==> config.mk <==
export PLATFORM = sky130hd
export DESIGN_NAME = i2css_top
export DESIGN_NICKNAME = d
export VERILOG_FILES = /design/src/include/i2css_pkg.sv /design/src/rtl/i2css_top.sv
export VERILOG_INCLUDE_DIRS = /design/src /design/src/include
export SDC_FILE = /design/constraint.sdc
export NUM_CORES = 1
export LEC_CHECK = 0
export BUFFER_PORTS_ARGS = -buffer_cell sky130_fd_sc_hd__buf_2
export CORE_MARGIN = 4
export CORE_UTILIZATION = 48
export DETAILED_ROUTE_END_ITERATION = 8
export PLACE_DENSITY = 0.76
export SLEW_MARGIN = 20
export SYNTH_ARGS = -nofsm -noshare
export SYNTH_HDL_FRONTEND = slang
export SYNTH_SLANG_ARGS = --single-unit
==> constraint.sdc <==
create_clock -name core_clk_i -period 2.3 [get_ports core_clk_i]
set_input_delay 0.115 -clock core_clk_i [delete_from_list [all_inputs] [get_ports core_clk_i]]
set_output_delay 0.115 -clock core_clk_i [all_outputs]
set_load 0.01 [all_outputs]
==> src/include/i2css_defines.svh <==
`ifndef I2CSS_DEFINES_SVH
`define I2CSS_DEFINES_SVH
// ----------------------------------------
// register indices (byte address = 4 * index)
// ----------------------------------------
`define I2CSS_IDX_CTRLA  8'h09
`define I2CSS_IDX_CTRLB  8'h0A
`define I2CSS_IDX_STATUS 8'h0B
`define I2CSS_IDX_OWN    8'h0C
`define I2CSS_IDX_DATA   8'h0D
`define I2CSS_IDX_MASK   8'h0E
// ----------------------------------------
// field positions and codes
// ----------------------------------------
`define I2CSS_CA_EN      0
`define I2CSS_CA_ANY     2
`define I2CSS_CA_STOPEN  5
`define I2CSS_CA_RMASK   8'h25
`define I2CSS_CB_ACK     2
`define I2CSS_CMD_COMP   2'h2
`define I2CSS_CMD_RESP   2'h3
`define I2CSS_SB_DIF     7
`define I2CSS_SB_ADDRESS_OR_STOP_FLAG    6
`define I2CSS_SB_TRANSMIT_CLASH_FLAG    3
`define I2CSS_SB_BERR    2
`define I2CSS_REG_RST    8'h00
`define I2CSS_BITS       4'h8
`define I2CSS_GC_ADDR    7'h00
`define I2CSS_HT_ACT     1
`endif

==> src/include/i2css_pkg.sv <==
package i2css_pkg;
  // status register layout, msb first
  typedef struct packed {
    logic data_done_flag;
    logic address_or_stop_flag;
    logic stretch;
    logic master_ack_seen;
    logic transmit_clash_flag;
    logic berr;
    logic dir;
    logic ap;
  } i2css_status_t;
  // synchronised line pair
  typedef struct packed {
    logic scl;
    logic sda;
  } i2css_line_t;
  // byte engine states
  typedef enum logic [5:0] {
    ST_IDLE = 6'h01,
    ST_ADDR = 6'h02,
    ST_SACK = 6'h04,
    ST_RX   = 6'h08,
    ST_TX   = 6'h10,
    ST_MACK = 6'h20
  } i2css_state_t;
endpackage : i2css_pkg

==> src/rtl/i2css_top.sv <==
// Contract
// - byte done without error sets data flag
// - write one clears data flag
// - data access or command clears data flag
// - address match or stop sets address flag
// - address flag cleared like data flag
// - flags hold scl low outside idle, status bit five
// - bit four holds last master ack
// - collision sets flag, stops driving low
// - collision still ends with flag set
// - collision flag cleared by start or write
// - illegal start or stop sets bus error, only while master_enable_i is high
// - bit one holds last direction bit
// - bit zero tells address or stop cause
// - match uses own address and mask
// - own bits seven-one address, bit zero general
// - ten-bit first byte only, software second
// - ack choice and command in one write
// - stop sets flag only when enabled
// - match-any bit accepts every address
// - mask ignores bits or holds second address
//
// Chosen here: the AHB-Lite slave port.
`timescale 1ns/1ps
`include "i2css_defines.svh"
module i2css_top (
  // clock, enable, reset
  input  wire logic        core_clk_i,
  input  wire logic        clk_en_i,
  input  wire logic        rst_b_i,
  // ahb-lite slave
  input  wire logic        hsel_i,
  input  wire logic [31:0] haddr_i,
  input  wire logic [1:0]  htrans_i,
  input  wire logic        hwrite_i,
  input  wire logic [2:0]  hsize_i,
  input  wire logic [31:0] hwdata_i,
  input  wire logic        hready_i,
  output logic             hreadyout_o,
  output logic             hresp_o,
  output logic [31:0]      hrdata_o,
  // two-wire pins
  input  wire logic        scl_i,
  output logic             scl_o,
  output logic             scl_oe_o,
  input  wire logic        sda_i,
  output logic             sda_o,
  output logic             sda_oe_o,
  // neighbouring master logic
  input  wire logic        master_enable_i
);
  // ----------------------------------------
  // declarations
  // ----------------------------------------
  i2css_pkg::i2css_line_t  s1_ff;     // first sync stage
  i2css_pkg::i2css_line_t  s2_ff;     // second sync stage
  i2css_pkg::i2css_line_t  d_ff;      // previous sample
  i2css_pkg::i2css_state_t state_ff;  // byte engine state
  i2css_pkg::i2css_status_t st_rd;    // status view
  logic [3:0]  bit_ff;                // bit counter
  logic [7:0]  shift_ff;              // shift register
  logic [7:0]  ctrla_ff;              // control a
  logic        ack_ff;                // ack choice
  logic [7:0]  own_ff;                // own address
  logic [7:0]  mask_ff;               // mask / second address
  logic        dif_ff;
  logic        address_or_stop_flag_ff;
  logic        stretch_ff;
  logic        master_ack_seen_ff;
  logic        transmit_clash_flag_ff;
  logic        berr_ff;
  logic        dir_ff;
  logic        ap_ff;
  logic        sda_drv_ff;            // engine wants sda low
  logic        comp_ff;               // complete waits for ack bit
  logic        wr_pend_ff;            // write data phase due
  logic [7:0]  widx_ff;               // write index
  logic [31:0] hrdata_ff;
  // ----------------------------------------
  // line events
  // ----------------------------------------
  wire scl_rise = s2_ff.scl & ~d_ff.scl;
  wire scl_fall = ~s2_ff.scl & d_ff.scl;
  wire start_det = s2_ff.scl & d_ff.scl & d_ff.sda & ~s2_ff.sda;
  wire stop_det = s2_ff.scl & d_ff.scl & ~d_ff.sda & s2_ff.sda;
  wire st_idle = (state_ff == i2css_pkg::ST_IDLE);
  wire st_addr = (state_ff == i2css_pkg::ST_ADDR);
  wire st_sack = (state_ff == i2css_pkg::ST_SACK);
  wire st_rx = (state_ff == i2css_pkg::ST_RX);
  wire st_tx = (state_ff == i2css_pkg::ST_TX);
  wire st_mack = (state_ff == i2css_pkg::ST_MACK);
  wire byte_end = (bit_ff == `I2CSS_BITS);
  wire en = ctrla_ff[`I2CSS_CA_EN];
  // ----------------------------------------
  // bus decode
  // ----------------------------------------
  wire [7:0] a_idx = haddr_i[9:2];
  wire acc_a = hsel_i & hready_i & htrans_i[`I2CSS_HT_ACT];
  wire rd_a = acc_a & ~hwrite_i;
  wire wr_a = acc_a & hwrite_i;
  wire [7:0] wdat = hwdata_i[7:0];
  wire wr_ctrla = wr_pend_ff & (widx_ff == `I2CSS_IDX_CTRLA);
  wire wr_ctrlb = wr_pend_ff & (widx_ff == `I2CSS_IDX_CTRLB);
  wire wr_stat = wr_pend_ff & (widx_ff == `I2CSS_IDX_STATUS);
  wire wr_own = wr_pend_ff & (widx_ff == `I2CSS_IDX_OWN);
  wire wr_data = wr_pend_ff & (widx_ff == `I2CSS_IDX_DATA);
  wire wr_mask = wr_pend_ff & (widx_ff == `I2CSS_IDX_MASK);
  wire rd_data = rd_a & (a_idx == `I2CSS_IDX_DATA);
  // valid commands are the two with the high code bit
  wire cmd_ok = wr_ctrlb & wdat[1];
  wire cmd_comp = wr_ctrlb & (wdat[1:0] == `I2CSS_CMD_COMP);
  wire ack_now = wr_ctrlb ? wdat[`I2CSS_CB_ACK] : ack_ff;
  wire comp_ack = cmd_comp & st_sack & ~dir_ff; // ack bit first, then idle
  wire sw_clr = cmd_ok | wr_data | rd_data;
  // ----------------------------------------
  // read selection
  // ----------------------------------------
  assign st_rd = '{dif_ff, address_or_stop_flag_ff, stretch_ff, master_ack_seen_ff,
                   transmit_clash_flag_ff, berr_ff, dir_ff, ap_ff};
  wire [7:0] rd_val =
    (a_idx == `I2CSS_IDX_CTRLA)  ? (ctrla_ff & `I2CSS_CA_RMASK) :
    (a_idx == `I2CSS_IDX_CTRLB)  ? {5'h00, ack_ff, 2'h0} :
    (a_idx == `I2CSS_IDX_STATUS) ? st_rd :
    (a_idx == `I2CSS_IDX_OWN)    ? own_ff :
    (a_idx == `I2CSS_IDX_DATA)   ? shift_ff :
    (a_idx == `I2CSS_IDX_MASK)   ? mask_ff : `I2CSS_REG_RST;
  // ----------------------------------------
  // address match
  // ----------------------------------------
  wire [6:0] rx_a = shift_ff[7:1];
  wire sel2 = mask_ff[0];
  // mask bits force match unless second address
  wire [6:0] ign = sel2 ? 7'h00 : mask_ff[7:1];
  // compare against own address with mask
  wire m_own = (((rx_a ^ own_ff[7:1]) & ~ign) == 7'h00);
  wire m_two = sel2 & (rx_a == mask_ff[7:1]);
  wire m_gc = own_ff[0] & (rx_a == `I2CSS_GC_ADDR);
  wire m_any = ctrla_ff[`I2CSS_CA_ANY];
  // ten-bit first byte is plain 11110aa pattern
  wire match = m_any | m_gc | m_own | m_two;
  // ----------------------------------------
  // engine events
  // ----------------------------------------
  wire a_done = st_addr & scl_fall & byte_end;
  wire r_done = st_rx & scl_fall & byte_end;
  wire k_done = st_sack & scl_fall;
  wire m_done = st_mack & scl_fall;
  // bus errors need master circuitry enabled
  wire berr_set = master_enable_i & (start_det | stop_det)
                  & (((st_rx | st_tx | st_addr) & (bit_ff != 4'h0))
                  | (stop_det & st_addr));
  // data flag after rx byte, tx load point, tx ack
  // set even when the byte collided
  wire dif_set = (r_done & ~berr_set)
               | (k_done & ~ack_ff & dir_ff)
               | m_done;
  // match or enabled stop sets address flag
  // stop only while stop flag enabled
  wire ap_match = a_done & match;
  wire address_or_stop_flag_set = ap_match | (stop_det & ctrla_ff[`I2CSS_CA_STOPEN]);
  // collision when high bit or nack meets low sda
  wire transmit_clash_flag_set = scl_rise & ~s2_ff.sda
                & ((st_tx & shift_ff[7]) | (st_sack & ack_ff));
  wire dif_clr = sw_clr | cmd_comp | (wr_stat & wdat[`I2CSS_SB_DIF]);
  wire address_or_stop_flag_clr = sw_clr | cmd_comp | (wr_stat & wdat[`I2CSS_SB_ADDRESS_OR_STOP_FLAG]);
  wire transmit_clash_flag_clr = start_det | (wr_stat & wdat[`I2CSS_SB_TRANSMIT_CLASH_FLAG]);
  wire berr_clr = wr_stat & wdat[`I2CSS_SB_BERR];
  // ----------------------------------------
  // pins and bus outputs
  // ----------------------------------------
  assign scl_o = 1'h0;
  assign sda_o = 1'h0;
  // hold scl low while a flag is pending, except in idle
  assign scl_oe_o = stretch_ff;
  assign sda_oe_o = sda_drv_ff & ~transmit_clash_flag_ff;
  assign hreadyout_o = 1'h1;
  assign hresp_o = 1'h0;
  assign hrdata_o = hrdata_ff;
  // ----------------------------------------
  // synchronisers
  // ----------------------------------------
  // two stages, then edge history
  always_ff @(posedge core_clk_i or negedge rst_b_i) begin
    if (!rst_b_i) begin
      s1_ff <= 2'h3;
      s2_ff <= 2'h3;
      d_ff <= 2'h3;
    end else if (clk_en_i) begin
      s1_ff <= '{scl_i, sda_i};
      s2_ff <= s1_ff;
      d_ff <= s2_ff;
    end
  end
  // ----------------------------------------
  // bus slave
  // ----------------------------------------
  // capture address phase, answer reads at once
  always_ff @(posedge core_clk_i or negedge rst_b_i) begin
    if (!rst_b_i) begin
      wr_pend_ff <= 1'h0;
      widx_ff <= `I2CSS_REG_RST;
      hrdata_ff <= 32'h0;
    end else if (clk_en_i) begin
      wr_pend_ff <= wr_a;
      widx_ff <= a_idx;
      if (rd_a) begin
        hrdata_ff <= {24'h0, rd_val};
      end
    end
  end
  // plain control registers
  always_ff @(posedge core_clk_i or negedge rst_b_i) begin
    if (!rst_b_i) begin
      ctrla_ff <= `I2CSS_REG_RST;
      ack_ff <= 1'h0;
      comp_ff <= 1'h0;
      own_ff <= `I2CSS_REG_RST;
      mask_ff <= `I2CSS_REG_RST;
    end else if (clk_en_i) begin
      if (wr_ctrla) ctrla_ff <= wdat;
      ack_ff <= ack_now;
      comp_ff <= comp_ack | (comp_ff & st_sack);
      if (wr_own) own_ff <= wdat;
      if (wr_mask) mask_ff <= wdat;
    end
  end
  // ----------------------------------------
  // status flags
  // ----------------------------------------
  // set wins over clear for every flag
  always_ff @(posedge core_clk_i or negedge rst_b_i) begin
    if (!rst_b_i) begin
      dif_ff <= 1'h0;
      address_or_stop_flag_ff <= 1'h0;
      transmit_clash_flag_ff <= 1'h0;
      berr_ff <= 1'h0;
    end else if (clk_en_i) begin
      dif_ff <= dif_set | (dif_ff & ~dif_clr);
      address_or_stop_flag_ff <= address_or_stop_flag_set | (address_or_stop_flag_ff & ~address_or_stop_flag_clr);
      transmit_clash_flag_ff <= transmit_clash_flag_set | (transmit_clash_flag_ff & ~transmit_clash_flag_clr);
      berr_ff <= berr_set | (berr_ff & ~berr_clr);
    end
  end
  // read-only bits follow the engine only
  always_ff @(posedge core_clk_i or negedge rst_b_i) begin
    if (!rst_b_i) begin
      dir_ff <= 1'h0;
      ap_ff <= 1'h0;
      master_ack_seen_ff <= 1'h0;
      stretch_ff <= 1'h0;
    end else if (clk_en_i) begin
      if (ap_match) dir_ff <= shift_ff[0];
      if (address_or_stop_flag_set) ap_ff <= ap_match;
      if (st_mack & scl_rise) master_ack_seen_ff <= s2_ff.sda;
      stretch_ff <= (dif_ff | address_or_stop_flag_ff) & ~st_idle;
    end
  end
  // ----------------------------------------
  // byte engine
  // ----------------------------------------
  // state, counter and shift register
  always_ff @(posedge core_clk_i or negedge rst_b_i) begin
    if (!rst_b_i) begin
      state_ff <= i2css_pkg::ST_IDLE;
      bit_ff <= 4'h0;
      shift_ff <= `I2CSS_REG_RST;
    end else if (clk_en_i) begin
      if (start_det & en) begin
        // a start while enabled opens an address byte
        state_ff <= i2css_pkg::ST_ADDR;
        bit_ff <= 4'h0;
      end else if (stop_det | (cmd_comp & ~comp_ack)) begin
        // stop or complete: wait for a start
        state_ff <= i2css_pkg::ST_IDLE;
        bit_ff <= 4'h0;
      end else if (wr_data & stretch_ff) begin
        // software loads only while held
        shift_ff <= wdat;
      end else begin
        unique case (state_ff)
          i2css_pkg::ST_IDLE: begin
            bit_ff <= 4'h0;
          end
          i2css_pkg::ST_ADDR, i2css_pkg::ST_RX: begin
            // sample on rise, decide after eighth fall
            if (scl_rise) begin
              shift_ff <= {shift_ff[6:0], s2_ff.sda};
              bit_ff <= bit_ff + 4'h1;
            end else if (scl_fall & byte_end) begin
              bit_ff <= 4'h0;
              if (st_rx | match) begin
                state_ff <= i2css_pkg::ST_SACK;
              end else begin
                state_ff <= i2css_pkg::ST_IDLE;
              end
            end
          end
          i2css_pkg::ST_SACK: begin
            // ack bit sent by us
            if (scl_fall) begin
              if (ack_ff | comp_ff) begin
                state_ff <= i2css_pkg::ST_IDLE;
              end else if (dir_ff) begin
                state_ff <= i2css_pkg::ST_TX;
              end else begin
                state_ff <= i2css_pkg::ST_RX;
              end
            end
          end
          i2css_pkg::ST_TX: begin
            // shift out on fall
            if (scl_rise) begin
              bit_ff <= bit_ff + 4'h1;
            end else if (scl_fall) begin
              shift_ff <= {shift_ff[6:0], 1'h1};
              if (byte_end) begin
                bit_ff <= 4'h0;
                state_ff <= i2css_pkg::ST_MACK;
              end
            end
          end
          i2css_pkg::ST_MACK: begin
            // master ack decides next byte
            if (scl_fall) begin
              if (master_ack_seen_ff) begin
                state_ff <= i2css_pkg::ST_IDLE;
              end else begin
                state_ff <= i2css_pkg::ST_TX;
              end
            end
          end
          default: begin
            state_ff <= i2css_pkg::ST_IDLE;
          end
        endcase
      end
    end
  end
  // sda drive: low for ack or zero data bit
  always_ff @(posedge core_clk_i or negedge rst_b_i) begin
    if (!rst_b_i) begin
      sda_drv_ff <= 1'h0;
    end else if (clk_en_i) begin
      sda_drv_ff <= ~stop_det & ~start_det
                  & ((st_sack & ~ack_ff) | (st_tx & ~shift_ff[7]));
    end
  end
endmodule : i2css_top

==> run_results.csv <==
group,metric,value,unit
detailed_routing,drt_pass1_iterations,5,
placement,gp_routability_congestion,0.951,
worst_setup_path,required,2.58,ns
floorplanning,fp.dieW,102,µm
worst_setup_path,cp-start-kind,"flop",
worst_hold_path,hp-class,"input port to flop",
power,peakVddDrop,0.000383,V
detailed_routing,drc_errors,0,
worst_setup_path,path_max_fanout,7,
power,power_leakage,2.25,nW
clocking,clockBufferDepth,2,
worst_setup_path,rr_worst_depth,7,
clocking,cts.clk_slew.worst_paths,0.08,ns
yosys,syn_inst,446,
yosys,synth_top_area_frac,0.374,
layout,nets,576,
worst_setup_path,cp-end-kind,"flop",
worst_hold_path,min_path_cells,2,
yosys,async_flop_share,1.00,
flow_run,max_cap_viol_count,0,
placement,dp_hpwl,7360,µm
power,power.density,666,nW/µm²
placement,io_buffers,35,
run_status,violations,"negative setup slack",
power,power,0.00326,W
yosys,ys_ff_latch,71,
timing,min_period,2.34,ns
yosys,yosys-top-cells-count,"dfrtp_1, nand2_1, mux2_2, o21ai_0, buf_4",
yosys,synth_area_leader_cell,"dfrtp_1",
timing,timing.final.ws_setup,-0.0390,ns
grt,grt_pass1_vias,3235,
detailed_routing,wl_per_cell,16.9,µm
layout,final_util,0.561,
yosys,synth-edff-count,0,
clocking,cts_root_buffer,"clkbuf_8",
detailed_routing,drt_iter0_markers,309,
layout,diodes,0,
worst_setup_path,crit_type,"flop to flop",
clocking,clkLatencyLatePin,0.35,ns
layout,layoutNonFillerInstCount,606,
yosys,synth_area_leaders,"dfrtp_1, mux2_2, buf_4, dfstp_2, o21ai_0",
clocking,numCtsBuffers,9,
yosys,seq_area_frac_synth,0.417,
clocking,cts_tree,"yes",
grt,grt_usage,0.201,
placement,dp_cells,583,
clocking,cts.htree.levels,3,
yosys,avgSynthCellArea,9.60,µm²
floorplanning,io_pins,116,
timing,period_share,1.02,
yosys,ys_types,60,
placement,postPlaceCellArea,4550,µm²
timing,fmax,0.428,GHz
layout,fillers,759,
floorplanning,row_count,34,
clocking,clock_sinks,71,
timing,hold_violations,0,
grt,antenna_found_initial,0,
yosys,yosysMostFrequentCell,"dfrtp_1",
floorplanning,start_util,0.491,
grt,overflow,0,
floorplanning,die_area,10500,µm²
grt,grt_pass1_wl,16200,µm
grt,grt_max_degree,47,
layout,drive_above_1_share,0.277,
timing,rsz0062_at_grt,"yes",
worst_setup_path,critPathArrivalTime,2.61,ns
timing,drv_slew,0,
detailed_routing,num_vias,3499,
layout,final_cell_area,4890,µm²
floorplanning,core,8720,µm²
detailed_routing,wirelength,10300,µm
run_status,status,"finished, violations left",
yosys,yosys_warnings,0,
layout,area_growth,14.2,%
yosys,synthFlopType,"dfrtp_1",
timing,worst_slew_pin_slew,0.704,ns
floorplanning,die_h,102,µm
timing,setup-violations-final,8,
timing,slew_headroom,0.530,
timing,clock_skew,0.00784,ns
yosys,netlist_area,4280,µm²
detailed_routing,drtAntennaViolNets,0,
detailed_routing,viasPerCell,5.77,
through the flow:
step / hold slack (ns) / setup WS (ns) / setup TNS (ns)
global route: 0.0000608 / -0.0791 / -0.569
CTS: 0.000469 / 0.00714 / 0
finish: 0.00624 / -0.0390 / -0.159
floorplan: -0.181 / 0.00102 / 0
global placement: 0.159 / 0.000258 / 0
detailed placement: 0.164 / -0.0260 / -0.0776
layout by cell type, fill, tap and decap left out, drive strengths merged, types with 15 or more instances in the layout:
cell type  Yosys  routed
a21oi         23      23
conb           2      28
o21ai         36      36
mux2          36      36
buf           33      62
nand2         43      43
nor2          22      22
dfrtp         64      64
mux2i         15      15
xnor2         15      15
inv           16      16
worst max-delay path, cell delays in order (launching register included):
cell	delay, ns
dfrtp_1	0.41
or4bb_4	0.58
or3b_4	0.42
buf_6	0.14
a311oi_4	0.33
buf_6	0.21
nor2_1	0.05
a21oi_1	0.12
worst paths after layout:
path                            slack, ns                       to                     from
worst max register to register      -0.04  shift_ff[3]$_DFFE_PN0P_   widx_ff[5]$_DFFE_PN0P_
worst max-delay path                -0.04  shift_ff[3]$_DFFE_PN0P_   widx_ff[5]$_DFFE_PN0P_
min in group asynchronous            0.31   sda_drv_ff$_DFFE_PN0P_                  rst_b_i
max in group asynchronous            1.30  state_ff[0]$_DFFE_PN1P_                  rst_b_i
worst min-delay path                0.006   widx_ff[7]$_DFFE_PN0P_               haddr_i[9]
worst min register to register       0.47  hrdata_o[2]$_DFFE_PN0P_  hrdata_o[2]$_DFFE_PN0P_
final cells by class:
class | count | area, µm² | area share
repair buffers | 65 | 428 | 0.0875
clock buffers | 14 | 173 | 0.0353
clock inverters | 2 | 37.5 | 0.00768
flip-flops and latches | 71 | 1790 | 0.365
inverters | 16 | 60.1 | 0.0123
multi-input cells | 330 | 2270 | 0.464
well taps | 108 | 135 | 0.0276
cells by family after synthesis:
| family | after synthesis | share of synthesized area |
|---|---|---|
| other cells | 2 | 0.00175 |
| xor+xnor | 17 | 0.0348 |
| flops | 71 | 0.417 |
| mux | 51 | 0.131 |
| compound gates | 96 | 0.150 |
| buf+inv | 71 | 0.0888 |
| fa+ha+maj | 5 | 0.0146 |
| simple gates | 133 | 0.162 |
metal layers:
metal	wire [µm]	part of all wire	GRT usage	vias to the layer above
li1	-	-	-	1640
met4	280	0.027	0.0767	0
met5	0	0	0	-
met2	4600	0.45	0.302	152
met3	734	0.071	0.0410	22
met1	4660	0.45	0.287	1685
power by group:
group,switching [W],internal (W),leakage [nW],total (W)
Combinational,0.000386,0.000325,1.20,0.000711
Clock,0.000466,0.000591,0.103,0.00106
Sequential,0.000140,0.00135,0.944,0.00149
timing repair:
action                     CTS  global route
resized for setup            2            18
pin swaps                    2             2
setup endpoints to repair    8            15
cloned                       0             1
hold endpoints to repair    21             0
buffers inserted             1             2
hold buffers                 3             0
registers in the layout, indices dropped and copies added, names as in the netlist, 2 cells and up:
| signal | count |
|---|---|
| mask_ff | 8 |
| s2_ff | 2 |
| shift_ff | 8 |
| ctrla_ff | 3 |
| s1_ff | 2 |
| widx_ff | 8 |
| hrdata_o | 8 |
| d_ff | 2 |
| own_ff | 8 |
| bit_ff | 4 |
| state_ff | 6 |
(Power assumes the default switching activity.)
